--- config.mk ---
export PLATFORM = sky130hd
export DESIGN_NAME = adc_host_end_flat
export DESIGN_NICKNAME = d
export VERILOG_FILES = /design/src/logic/adc_link_pkg.sv /design/src/logic/adc_link_if.sv /design/src/logic/adc_dev_end.sv /design/src/logic/adc_host_end.sv /design/src/flat_wrapper.sv
export SDC_FILE = /design/constraint.sdc
export NUM_CORES = 1
export LEC_CHECK = 0
export BUFFER_PORTS_ARGS = -buffer_cell sky130_fd_sc_hd__clkbuf_2
export CORE_MARGIN = 3
export CORE_UTILIZATION = 54
export DETAILED_ROUTE_END_ITERATION = 7
export GPL_TIMING_DRIVEN = 0
export PLACE_DENSITY = 0.72
export SLEW_MARGIN = 0
export SYNTH_ARGS = -nofsm -noshare
export SYNTH_HDL_FRONTEND = slang
export SYNTH_HIERARCHICAL = 1
export SYNTH_SLANG_ARGS = --single-unit
export TNS_END_PERCENT = 50
--- constraint.sdc ---
create_clock -name core_clk -period 5.6 [get_ports core_clk]
set_input_delay 1.12 -clock core_clk [delete_from_list [all_inputs] [get_ports core_clk]]
set_output_delay 1.12 -clock core_clk [all_outputs]
set_load 0.01 [all_outputs]
--- src/logic/adc_link_pkg.sv ---
// constants shared by both ends of the serial converter link
// assumes both ends run their core logic on a 250 MHz core_clk
package adc_link_pkg;

    localparam int RESULT_W       = 10;
    localparam int ADDR_W         = 4;
    localparam int CNT_W          = 4;
    localparam int ADDR_CLOCKS    = 4;
    localparam int SAMPLE_START   = 4;
    localparam int CONV_CLOCKS    = 10;
    localparam int MIN_CLOCKS     = 10;
    localparam int MAX_CLOCKS     = 16;

    localparam int CORE_PERIOD_PS = 4000;
    localparam int CONV_TIME_NS   = 2000;
    localparam int CONV_CYCLES    =
        (CONV_TIME_NS * 1000 + CORE_PERIOD_PS - 1) / CORE_PERIOD_PS;
    localparam int SLOW_WINDOW_NS = 9500;
    localparam int SLOW_WINDOW_CYCLES =
        (SLOW_WINDOW_NS * 1000) / CORE_PERIOD_PS;
    localparam int CS_SETUP_NS    = 16;
    localparam int CS_SETUP_CYCLES =
        (CS_SETUP_NS * 1000 + CORE_PERIOD_PS - 1) / CORE_PERIOD_PS;
    localparam int LINK_HALF_CYCLES = 4;
    localparam int FIFO_DEPTH     = 8;

    localparam logic [3:0] CH_LAST_EXT  = 4'hA;
    localparam logic [3:0] CH_TEST_HALF = 4'hB;
    localparam logic [3:0] CH_TEST_NEG  = 4'hC;
    localparam logic [3:0] CH_TEST_POS  = 4'hD;

    localparam logic [9:0] RES_TEST_HALF = 10'h200;
    localparam logic [9:0] RES_TEST_NEG  = 10'h000;
    localparam logic [9:0] RES_TEST_POS  = 10'h3FF;
    localparam logic [9:0] RES_RESET     = 10'h000;

endpackage : adc_link_pkg

--- src/logic/adc_link_if.sv ---
// the four-wire serial link plus conversion-done between host and device
// assumes the bench resolves dout from dout_oe_n (high means released)
`timescale 1ns/100ps
interface adc_link_if;
    logic cs_n;
    logic io_clk;
    logic addr;
    logic dout;
    logic dout_oe_n;
    logic eoc;

    modport device (
        input  cs_n,
        input  io_clk,
        input  addr,
        output dout,
        output dout_oe_n,
        output eoc
    );

    modport host (
        output cs_n,
        output io_clk,
        output addr,
        input  dout,
        input  eoc
    );
endinterface : adc_link_if

--- src/logic/adc_dev_end.sv ---
// converter end of the serial link, and the small fifo used on the host side
// assumes io_clk comes from the host and stands still outside transfers
`timescale 1ns/100ps

// word fifo held in flip-flops, valid and ready on both sides
module link_fifo #(
    parameter int WIDTH = adc_link_pkg::RESULT_W,
    parameter int DEPTH = adc_link_pkg::FIFO_DEPTH
) (
    input  wire logic             clk,
    input  wire logic             reset_n,
    input  wire logic             in_valid,
    output logic                  in_ready,
    input  wire logic [WIDTH-1:0] in_data,
    output logic                  out_valid,
    input  wire logic             out_ready,
    output logic      [WIDTH-1:0] out_data
);
    localparam int PW = (DEPTH > 1) ? $clog2(DEPTH) : 1;

    if (DEPTH < 2 || (1 << PW) != DEPTH) begin : g_bad_depth
        $error("fifo depth must be a power of two of at least 2");
    end

    logic [WIDTH-1:0] mem [DEPTH];
    logic [PW-1:0]    wr_ptr;
    logic [PW-1:0]    rd_ptr;
    logic [PW:0]      count;
    logic             push;
    logic             pop;

    assign in_ready  = (count != (PW+1)'(DEPTH));
    assign out_valid = (count != '0);
    assign out_data  = mem[rd_ptr];
    assign push      = in_valid & in_ready;
    assign pop       = out_valid & out_ready;

    always_ff @(posedge clk) begin
        if (push) begin
            mem[wr_ptr] <= in_data;
        end
    end

    always_ff @(posedge clk or negedge reset_n) begin
        if (!reset_n) begin
            wr_ptr <= '0;
            rd_ptr <= '0;
            count  <= '0;
        end else begin
            if (push) begin
                wr_ptr <= wr_ptr + 1'b1;
            end
            if (pop) begin
                rd_ptr <= rd_ptr + 1'b1;
            end
            if (push && !pop) begin
                count <= count + 1'b1;
            end else if (pop && !push) begin
                count <= count - 1'b1;
            end
        end
    end
endmodule : link_fifo


--- src/logic/adc_host_end.sv ---
// host end: makes the link clock, sends addresses, gathers result words
// assumes link_fifo is compiled first and the device answers per the link
`timescale 1ns/100ps
module adc_host_end #(
    parameter int HALF       = adc_link_pkg::LINK_HALF_CYCLES,
    parameter int FIFO_DEPTH = adc_link_pkg::FIFO_DEPTH
) (
    input  wire logic       core_clk,
    input  wire logic       reset_n,
    adc_link_if.host        link,
    input  wire logic       req_valid,
    output logic            req_ready,
    input  wire logic [3:0] req_channel,
    input  wire logic [4:0] req_clocks,
    input  wire logic       req_hold_cs,
    output logic            res_valid,
    input  wire logic       res_ready,
    output logic      [9:0] res_data
);
    localparam logic [4:0] MIN_C = 5'(adc_link_pkg::MIN_CLOCKS);
    localparam logic [4:0] MAX_C = 5'(adc_link_pkg::MAX_CLOCKS);
    localparam logic [4:0] RES_C = 5'(adc_link_pkg::RESULT_W);
    localparam logic [7:0] HALF_LAST  = 8'(HALF - 1);
    localparam logic [7:0] SETUP_LAST = 8'(adc_link_pkg::CS_SETUP_CYCLES - 1);

    if (HALF < 3 || HALF > 255) begin : g_bad_half
        $error("link half period must be 3 to 255 core cycles");
    end
    if (3 * HALF >= adc_link_pkg::SLOW_WINDOW_CYCLES) begin : g_bad_win
        $error("link clock too slow for the slow-mode window");
    end

    typedef enum logic [2:0] {
        ST_IDLE, ST_SETUP, ST_LOW, ST_HIGH, ST_WAIT, ST_PUSH
    } host_state_t;

    host_state_t state;
    logic [7:0]  div_cnt;
    logic [4:0]  clk_cnt;
    logic [4:0]  clk_goal;
    logic [3:0]  tx;
    logic [9:0]  rx;
    logic        hold;
    logic        seen_low;
    logic        dout_s1;
    logic        dout_s2;
    logic        eoc_s1;
    logic        eoc_s2;
    logic        fifo_ready;
    logic [4:0]  next_goal;

    always_ff @(posedge core_clk or negedge reset_n) begin
        if (!reset_n) begin
            dout_s1 <= 1'b0;
            dout_s2 <= 1'b0;
            eoc_s1  <= 1'b0;
            eoc_s2  <= 1'b0;
        end else begin
            dout_s1 <= link.dout;
            dout_s2 <= dout_s1;
            eoc_s1  <= link.eoc;
            eoc_s2  <= eoc_s1;
        end
    end

    // clock count: held select 10 or 16, toggled 10 to 16
    always_comb begin
        if (req_hold_cs) begin
            next_goal = (req_clocks <= MIN_C) ? MIN_C : MAX_C;
        end else if (req_clocks < MIN_C) begin
            next_goal = MIN_C;
        end else if (req_clocks > MAX_C) begin
            next_goal = MAX_C;
        end else begin
            next_goal = req_clocks;
        end
    end

    assign req_ready = (state == ST_IDLE);
    assign link.addr = tx[3];

    always_ff @(posedge core_clk or negedge reset_n) begin
        if (!reset_n) begin
            state       <= ST_IDLE;
            link.cs_n   <= 1'b1;
            link.io_clk <= 1'b0;
            div_cnt     <= 8'h00;
            clk_cnt     <= 5'h00;
            clk_goal    <= 5'h00;
            tx          <= 4'h0;
            rx          <= 10'h000;
            hold        <= 1'b0;
        end else begin
            case (state)
                ST_IDLE: begin
                    if (req_valid) begin
                        link.cs_n <= 1'b0;
                        tx        <= req_channel;
                        clk_goal  <= next_goal;
                        hold      <= req_hold_cs;
                        clk_cnt   <= 5'h00;
                        div_cnt   <= 8'h00;
                        state     <= ST_SETUP;
                    end
                end
                ST_SETUP: begin
                    if (div_cnt >= SETUP_LAST) begin
                        div_cnt <= 8'h00;
                        state   <= ST_LOW;
                    end else begin
                        div_cnt <= div_cnt + 8'h01;
                    end
                end
                ST_LOW: begin
                    if (div_cnt == HALF_LAST) begin
                        if (clk_cnt < RES_C) begin
                            rx <= {rx[8:0], dout_s2};
                        end
                        link.io_clk <= 1'b1;
                        div_cnt     <= 8'h00;
                        state       <= ST_HIGH;
                    end else begin
                        div_cnt <= div_cnt + 8'h01;
                    end
                end
                ST_HIGH: begin
                    if (div_cnt == HALF_LAST) begin
                        link.io_clk <= 1'b0;
                        tx          <= {tx[2:0], 1'b0};
                        clk_cnt     <= clk_cnt + 5'h01;
                        div_cnt     <= 8'h00;
                        // clocks run back to back, so the slow window holds
                        if (clk_cnt + 5'h01 == clk_goal) begin
                            state <= ST_WAIT;
                        end else begin
                            state <= ST_LOW;
                        end
                    end else begin
                        div_cnt <= div_cnt + 8'h01;
                    end
                end
                ST_WAIT: begin
                    if (!hold) begin
                        link.cs_n <= 1'b1;
                    end
                    if (seen_low && eoc_s2) begin
                        state <= ST_PUSH;
                    end
                end
                ST_PUSH: begin
                    if (fifo_ready) begin
                        state <= ST_IDLE;
                    end
                end
                default: begin
                    state <= ST_IDLE;
                end
            endcase
        end
    end

    // done must be seen low before its rise counts
    always_ff @(posedge core_clk or negedge reset_n) begin
        if (!reset_n) begin
            seen_low <= 1'b0;
        end else if (state == ST_IDLE) begin
            seen_low <= 1'b0;
        end else if (state != ST_SETUP && !eoc_s2) begin
            seen_low <= 1'b1;
        end
    end

    link_fifo #(
        .WIDTH (adc_link_pkg::RESULT_W),
        .DEPTH (FIFO_DEPTH)
    ) u_fifo (
        .clk       (core_clk),
        .reset_n   (reset_n),
        .in_valid  (state == ST_PUSH),
        .in_ready  (fifo_ready),
        .in_data   (rx),
        .out_valid (res_valid),
        .out_ready (res_ready),
        .out_data  (res_data)
    );
endmodule : adc_host_end

--- src/flat_wrapper.sv ---
// flat-port wrapper written by rule: the top's interface ports become plain ports
module adc_host_end_flat 
#(
    parameter int HALF       = adc_link_pkg::LINK_HALF_CYCLES,
    parameter int FIFO_DEPTH = adc_link_pkg::FIFO_DEPTH
)
  (core_clk, reset_n, req_valid, req_ready, req_channel, req_clocks, req_hold_cs, res_valid, res_ready, res_data, link_cs_n, link_io_clk, link_addr, link_dout, link_eoc);
  adc_link_if link_i ();
  input  wire logic core_clk;
  input  wire logic reset_n;
  input  wire logic req_valid;
  output logic req_ready;
  input  wire logic [3:0] req_channel;
  input  wire logic [4:0] req_clocks;
  input  wire logic req_hold_cs;
  output logic res_valid;
  input  wire logic res_ready;
  output logic      [9:0] res_data;
  output wire logic [$bits(link_i.cs_n)-1:0] link_cs_n;
  output wire logic [$bits(link_i.io_clk)-1:0] link_io_clk;
  output wire logic [$bits(link_i.addr)-1:0] link_addr;
  input wire logic [$bits(link_i.dout)-1:0] link_dout;
  input wire logic [$bits(link_i.eoc)-1:0] link_eoc;
  assign link_cs_n = link_i.cs_n;
  assign link_io_clk = link_i.io_clk;
  assign link_addr = link_i.addr;
  assign link_i.dout = link_dout;
  assign link_i.eoc = link_eoc;
  adc_host_end #(.HALF(HALF), .FIFO_DEPTH(FIFO_DEPTH)) u_core (.core_clk(core_clk), .reset_n(reset_n), .link(link_i), .req_valid(req_valid), .req_ready(req_ready), .req_channel(req_channel), .req_clocks(req_clocks), .req_hold_cs(req_hold_cs), .res_valid(res_valid), .res_ready(res_ready), .res_data(res_data));
endmodule
* Yosys cells after proc, flatten, opt, wreduce, memory -nomap -nowiden
Memories as Yosys holds them, arrays and structs flattened.
Index checks and enable logic that the tools add are counted.
** Word-level totals
- Register bits after elaboration :: 53
- RAM bits :: 80
- Output and inout bits :: 15
- Memories kept :: 1
** Memory list
- u_core.u_fifo.mem :: depth 8, bits a word 10, read ports 1, clocked after memory_dff 0, write ports 1, line adc_dev_end.sv:25 : logic [WIDTH-1:0] mem [DEPTH];
** Cells by class
- Add/subtract/negate cells :: 6
- Order comparisons :: 5
- Eq/ne operators :: 16
- Muxes and demuxes :: 34
- Bitwise operators :: 2
- Reductions and logical operators :: 23
** Operator list (number)
- two-way mux 5 bit :: 6
- two-way mux 8 bit :: 3
- case mux 8 bit (3 select lines) :: 1
- two-way mux 3 bit :: 7
- case mux 3 bit (6 select lines) :: 1
- two-way mux 4 bit :: 4
- AND reduction 3 bit :: 4
- less-than comparator 5 x 4 -> 1 bit, second input constant :: 2
- inequality test 2 x 1 -> 1 bit, second input constant :: 5
- case mux 5 bit (2 select lines) :: 1
- nonzero test 2 bit :: 5
- adder 8 x 1 -> 8 bit, second input constant :: 1
- equality test 8 x 2 -> 1 bit, second input constant :: 1
- >= comparator 8 x 2 -> 1 bit, second input constant :: 1
- two-way mux 1 bit :: 8
- case mux 4 bit (2 select lines) :: 1
- adder 3 x 1 -> 3 bit, second input constant :: 2
- equality test 3 x 2 -> 1 bit, second input constant :: 2
- equality test 3 bit, second input constant :: 2
- AND reduction 6 bit :: 1
- adder 5 x 1 -> 5 bit, second input constant :: 1
- equality test 5 bit :: 1
- greater-than comparator 5 bit, second input constant :: 1
- less-or-equal comparator 5 x 4 -> 1 bit, second input constant :: 1
- 15 further kinds :: 24

* Longest topological paths before layout
- Depth in word-level cells :: 6
- Gate-level depth with buffers :: 11
- Depth with buffers taken out :: 10

* Modules after synthesis
The synthesis kept the hierarchy.
** Modules (own cells, without submodules)
- link_fifo :: times used 1, cells each 177, area each 3713.6 um^2
- adc_host_end :: times used 1, cells each 197, area each 2078.2 um^2

* Worst setup path before layout
No wires, ideal clock.
- Kind :: flip-flop to flip-flop
- Start :: reg u_core.state[0]
- End :: reg u_core.u_fifo.count[3]
- Data arrival time :: 2.671 ns
- Required time :: 5.469 ns
- Setup slack :: 2.798 ns
- Cell stages (with the launch flop) :: 12
- Path buffers :: 1
- Clock period less this slack :: 2.802 ns
- Path through :: dfrtp_1 -> clkbuf_1 -> inv_1 -> nor3_1 -> nand2_4 -> inv_1 -> ha_1 -> inv_1 -> ha_1 -> or4_1 -> o211ai_1 -> o211ai_1
** On the way
- Cells in the longest elaborated chain, start to end :: 5
- Elaborated cells between the ends (all ways) :: 7
- Classes of those cells :: 1 x eq/ne; 1 x mux; 1 x bitwise; 4 x reduce/logical
** RTL lines
- from (decl) :: line adc_host_end.sv:37 : host_state_t state;
- from (signal assigned) :: line adc_host_end.sv:84 : state <= ST_IDLE;
- from (signal assigned) :: line adc_host_end.sv:103 : state <= ST_SETUP;
- from (signal assigned) :: line adc_host_end.sv:109 : state <= ST_LOW;
- equality test 3 bit (*) :: line adc_host_end.sv:179 : .in_valid (state == ST_PUSH),
- bitwise AND 1 bit (*) :: line adc_dev_end.sv:35 : assign push = in_valid & in_ready;
- net u_core.u_fifo.push :: line adc_dev_end.sv:29 : logic push;
- zero test 1 bit :: line adc_dev_end.sv:58 : end else if (pop && !push) begin
- logical AND 1 bit :: line adc_dev_end.sv:58
- nonzero test 2 bit (no source line)
- to (signal assigned) :: line adc_dev_end.sv:57 : count <= count + 1'b1;
- to (signal assigned) :: line adc_dev_end.sv:59 : count <= count - 1'b1;
- to (decl) :: line adc_dev_end.sv:28 : logic [PW:0] count;
Mark *: on every way through the listed nets, which the timed path passes. The rest lies on a longest branch.
A chain may end at the register's enable or synchronous reset.

* Worst setup path in the final report
- Start :: reg u_core.u_fifo.rd_ptr[1]
- End :: out res_data[7]
** On the way
- Cells in the longest elaborated chain, start to end :: 1
** RTL lines
- from (decl) :: line adc_dev_end.sv:27 : logic [PW-1:0] rd_ptr;
- from (signal assigned) :: line adc_dev_end.sv:54 : rd_ptr <= rd_ptr + 1'b1;
- memory read (8 x 10 bit)
- to (decl) :: line flat_wrapper.sv:18 : output logic [9:0] res_data;
Every way passes these cells.

==> flow_summary_export.csv <==
group,metric,value,unit
status,outcome,"completed",
worst_setup_path,crit_chain,"clkbuf_1 -> mux4_1 -> mux2_2 -> clkbuf_2",
synth,synth-seq-cells,133,
clocking,htree_levels,4,
synth,yosysUniqueCellTypes,55,
worst_setup_path,regToRegSetupSlack,2270,ps
finish,drive_above_1_share,25.6,%
floorplan,core_region_area,10400,um2
worst_setup_path,cpMaxStageDelayCell,"clkbuf_1",
route,drc,0,
clocking,clk_latency,500,ps
sta,fin_crit_sh,61.0,%
synth,ys_warn_count,6,
route,drt_first_pass_iters,4,
sta,setup_tns,0,ps
finish,multi_input_area,1970,um2
hold_path,min_to,"u_core/dout_s2",
worst_setup_path,critPathLaunchType,"flop",
synth,synth_most_common_cell,"edfxtp_1",
finish,nFillCells,751,
sta,hold_violations,0,
worst_setup_path,startpoint,"u_core/u_fifo/rd_ptr[1]",
flow_run,cap_violations,0,
global_routing,grt_pass1_vias,3497,
clocking,cts_root_buffer,"clkbuf_8",
synth,ys.flop_type,"edfxtp_1",
worst_setup_path,crit-reg2reg-launch,"u_core/state[0]",
global_routing,grt_overflow,0,
sta,finClkSkew,7.90,ps
sta,max_freq,0.293,GHz
route,first_iter_violations,191,
clocking,clk_pin_slew,60,ps
route,wl_per_cell,19.4,um
synth,synth_common_cells,"edfxtp_1 (80), dfrtp_1 (52), nand2_1 (29), nand3_1 (23), mux2_2 (22)",
worst_setup_path,cp_slowest_stage_delay,560,ps
floorplan,die_y,110,um
synth,syn_area_per_cell,15.5,um2
worst_setup_path,crit_type,"flop to output port",
route,vias_per_cell,5.76,
worst_setup_path,reg2reg_to,"u_core/u_fifo/count[3]",
route,drtAntennaViolNets,0,
synth,async_reset_ff_share,39.8,%
clocking,cts_buffers,17,
power,powerDensity,496,nW/um2
synth,synth_largest_area_cell,"edfxtp_1",
floorplan,dieArea,12000,um2
floorplan,die_x,110,um
synth,syn_nets,398,
synth,syn_area,5790,um2
route,wl,11200,um
power,p_leak,2.60,nW
sta,setup_viol,0,
worst_setup_path,crit_path_max_fanout,10,
worst_setup_path,cp.arrival,2300,ps
clocking,cts_resized,0,
synth,synth.top_cell.area_share,41.5,%
synth,syn_inst,374,
sta,slew_violations,0,
synth,synth_edf_count,80,
floorplan,io_pins,31,
placed_design,numPortBuffers,30,
global_routing,antenna_found_initial,0,
hold_path,min_from,"u_core/dout_s1",
clocking,post_cts_buffers,0,
synth,synth_seq_area_share,64.4,%
worst_setup_path,r2r_cells,11,
worst_setup_path,cp-end-kind,"output port",
finish,nets,453,
worst_setup_path,required,4480,ps
clocking,cts_max_path_buffers,2,
finish,regArea,3730,um2
clocking,cts_hold_buffers,0,
sta,whs,356,ps
synth,synth_area_leaders,"edfxtp_1 (41%), dfrtp_1 (22%), mux4_1 (9.1%)",
floorplan,num_rows,37,
placed_design,gp_congestion,0.777,
finish,fin_area,6780,um2
clocking,cts_tree,"built",
sta,slew_headroom,23.6,%
sta,tightest_slew,1140,ps
global_routing,grt_first_pass_wirelength,18200,um
power,peakVddDrop,0.000253,V
sta,rsz0062_at_grt,"no",
finish,syn_to_final_growth,17.1,%
global_routing,grt_max_degree,54,
placed_design,dpl-instance-area,6190,um2
placed_design,post-dp-hpwl,7030,um
sta,min_period,3420,ps
route,vias,3330,
hold_path,hold_depth,0,
hold_path,worst_hold_path_type,"flop to flop",
finish,num_antenna_cells,0,
clocking,clock-sinks,133,
global_routing,grt_usage,20.7,%
floorplan,initial_utilization,55.9,%
[state kept, by name, indices dropped and copies added (netlist names), 4 cells and up]
register	count
u_core/clk_cnt	5
u_core/clk_goal	5
u_core/div_cnt	8
u_core/rx	10
u_core/tx	4
u_core/u_fifo/count	4
u_core/u_fifo/mem	80
[per-stage QoR]
step | utilization (%) | worst slack (ps) | instances | power, W
2_1_floorplan | - | 2800 | 374 | 0.00205
3_3_place_gp | 58.9 | 1760 | 540 | 0.00228
3_5_place_dp | 59.7 | 2380 | 545 | 0.00233
4_1_cts | 65.2 | 2120 | 577 | 0.00339
5_1_grt | 65.4 | 2060 | 578 | 0.00354
6_report | 65.4 | 2180 | 578 | 0.00337
[cells by family (layout without fill, tap and decap cells)]
group / count (synthesis) / count (layout) / synth area share, %
xor+xnor: 15 / 15 / 2.53
flops: 133 / 133 / 64.4
mux: 50 / 50 / 14.8
fa+ha+maj: 8 / 8 / 1.86
compound gates: 47 / 47 / 5.34
buf+inv: 25 / 93 / 2.05
simple gates: 96 / 96 / 9.01
[placed cells by master, fill, tap and decap left out, types with 8 or more instances in the layout]
master,Yosys,layout
clkbuf_1,9,10
clkbuf_16,0,16
clkbuf_2,0,29
dfrtp_1,52,52
edfxtp_1,80,80
inv_1,11,11
mux2_2,22,22
mux4_1,20,20
nand2_1,29,29
nand3_1,23,23
nor2_1,8,8
o21ai_0,18,18
xnor2_1,10,10
[routing by layer]
| layer | track usage [%] | wire, um |
|---|---|---|
| met3 | 5.34 | 414 |
| met4 | 5.16 | 104 |
| met2 | 35.6 | 5940 |
| met1 | 26.3 | 4760 |
| met5 | 0 | 0 |
[critical path: cells and delay by family, from the launching register on]
kind     cells  cell delay, ps
buf+inv      2             690
flops        1             390
mux          2             710
[power by group]
group / switching (W) / internal (W)
registers: 0.000159 / 0.00120
clock network: 0.000419 / 0.000637
logic: 0.000480 / 0.000470
[area by class of cell]
type | instances | share of cell area (%)
Sequential cell | 133 | 55.0
Tap cell | 136 | 2.51
Multi-Input combinational cell | 216 | 29.0
Timing Repair Buffer | 36 | 3.28
Clock buffer | 18 | 6.16
Clock inverter | 14 | 2.25
Buffer | 14 | 1.14
Inverter | 11 | 0.609
[how the worst max path moves through the flow]
stage / end / slack, ps
2_1_floorplan: u_core/u_fifo/count[3] / 2800
3_3_place_gp: u_core/u_fifo/mem[0][1] / 1760
3_5_place_dp: u_core/u_fifo/count[3] / 2380
4_1_cts: res_data[4] / 2120
5_1_grt: u_core/u_fifo/count[3] / 2060
6_report: res_data[7] / 2180
No activity file was read; power rests on OpenSTA's default activity.
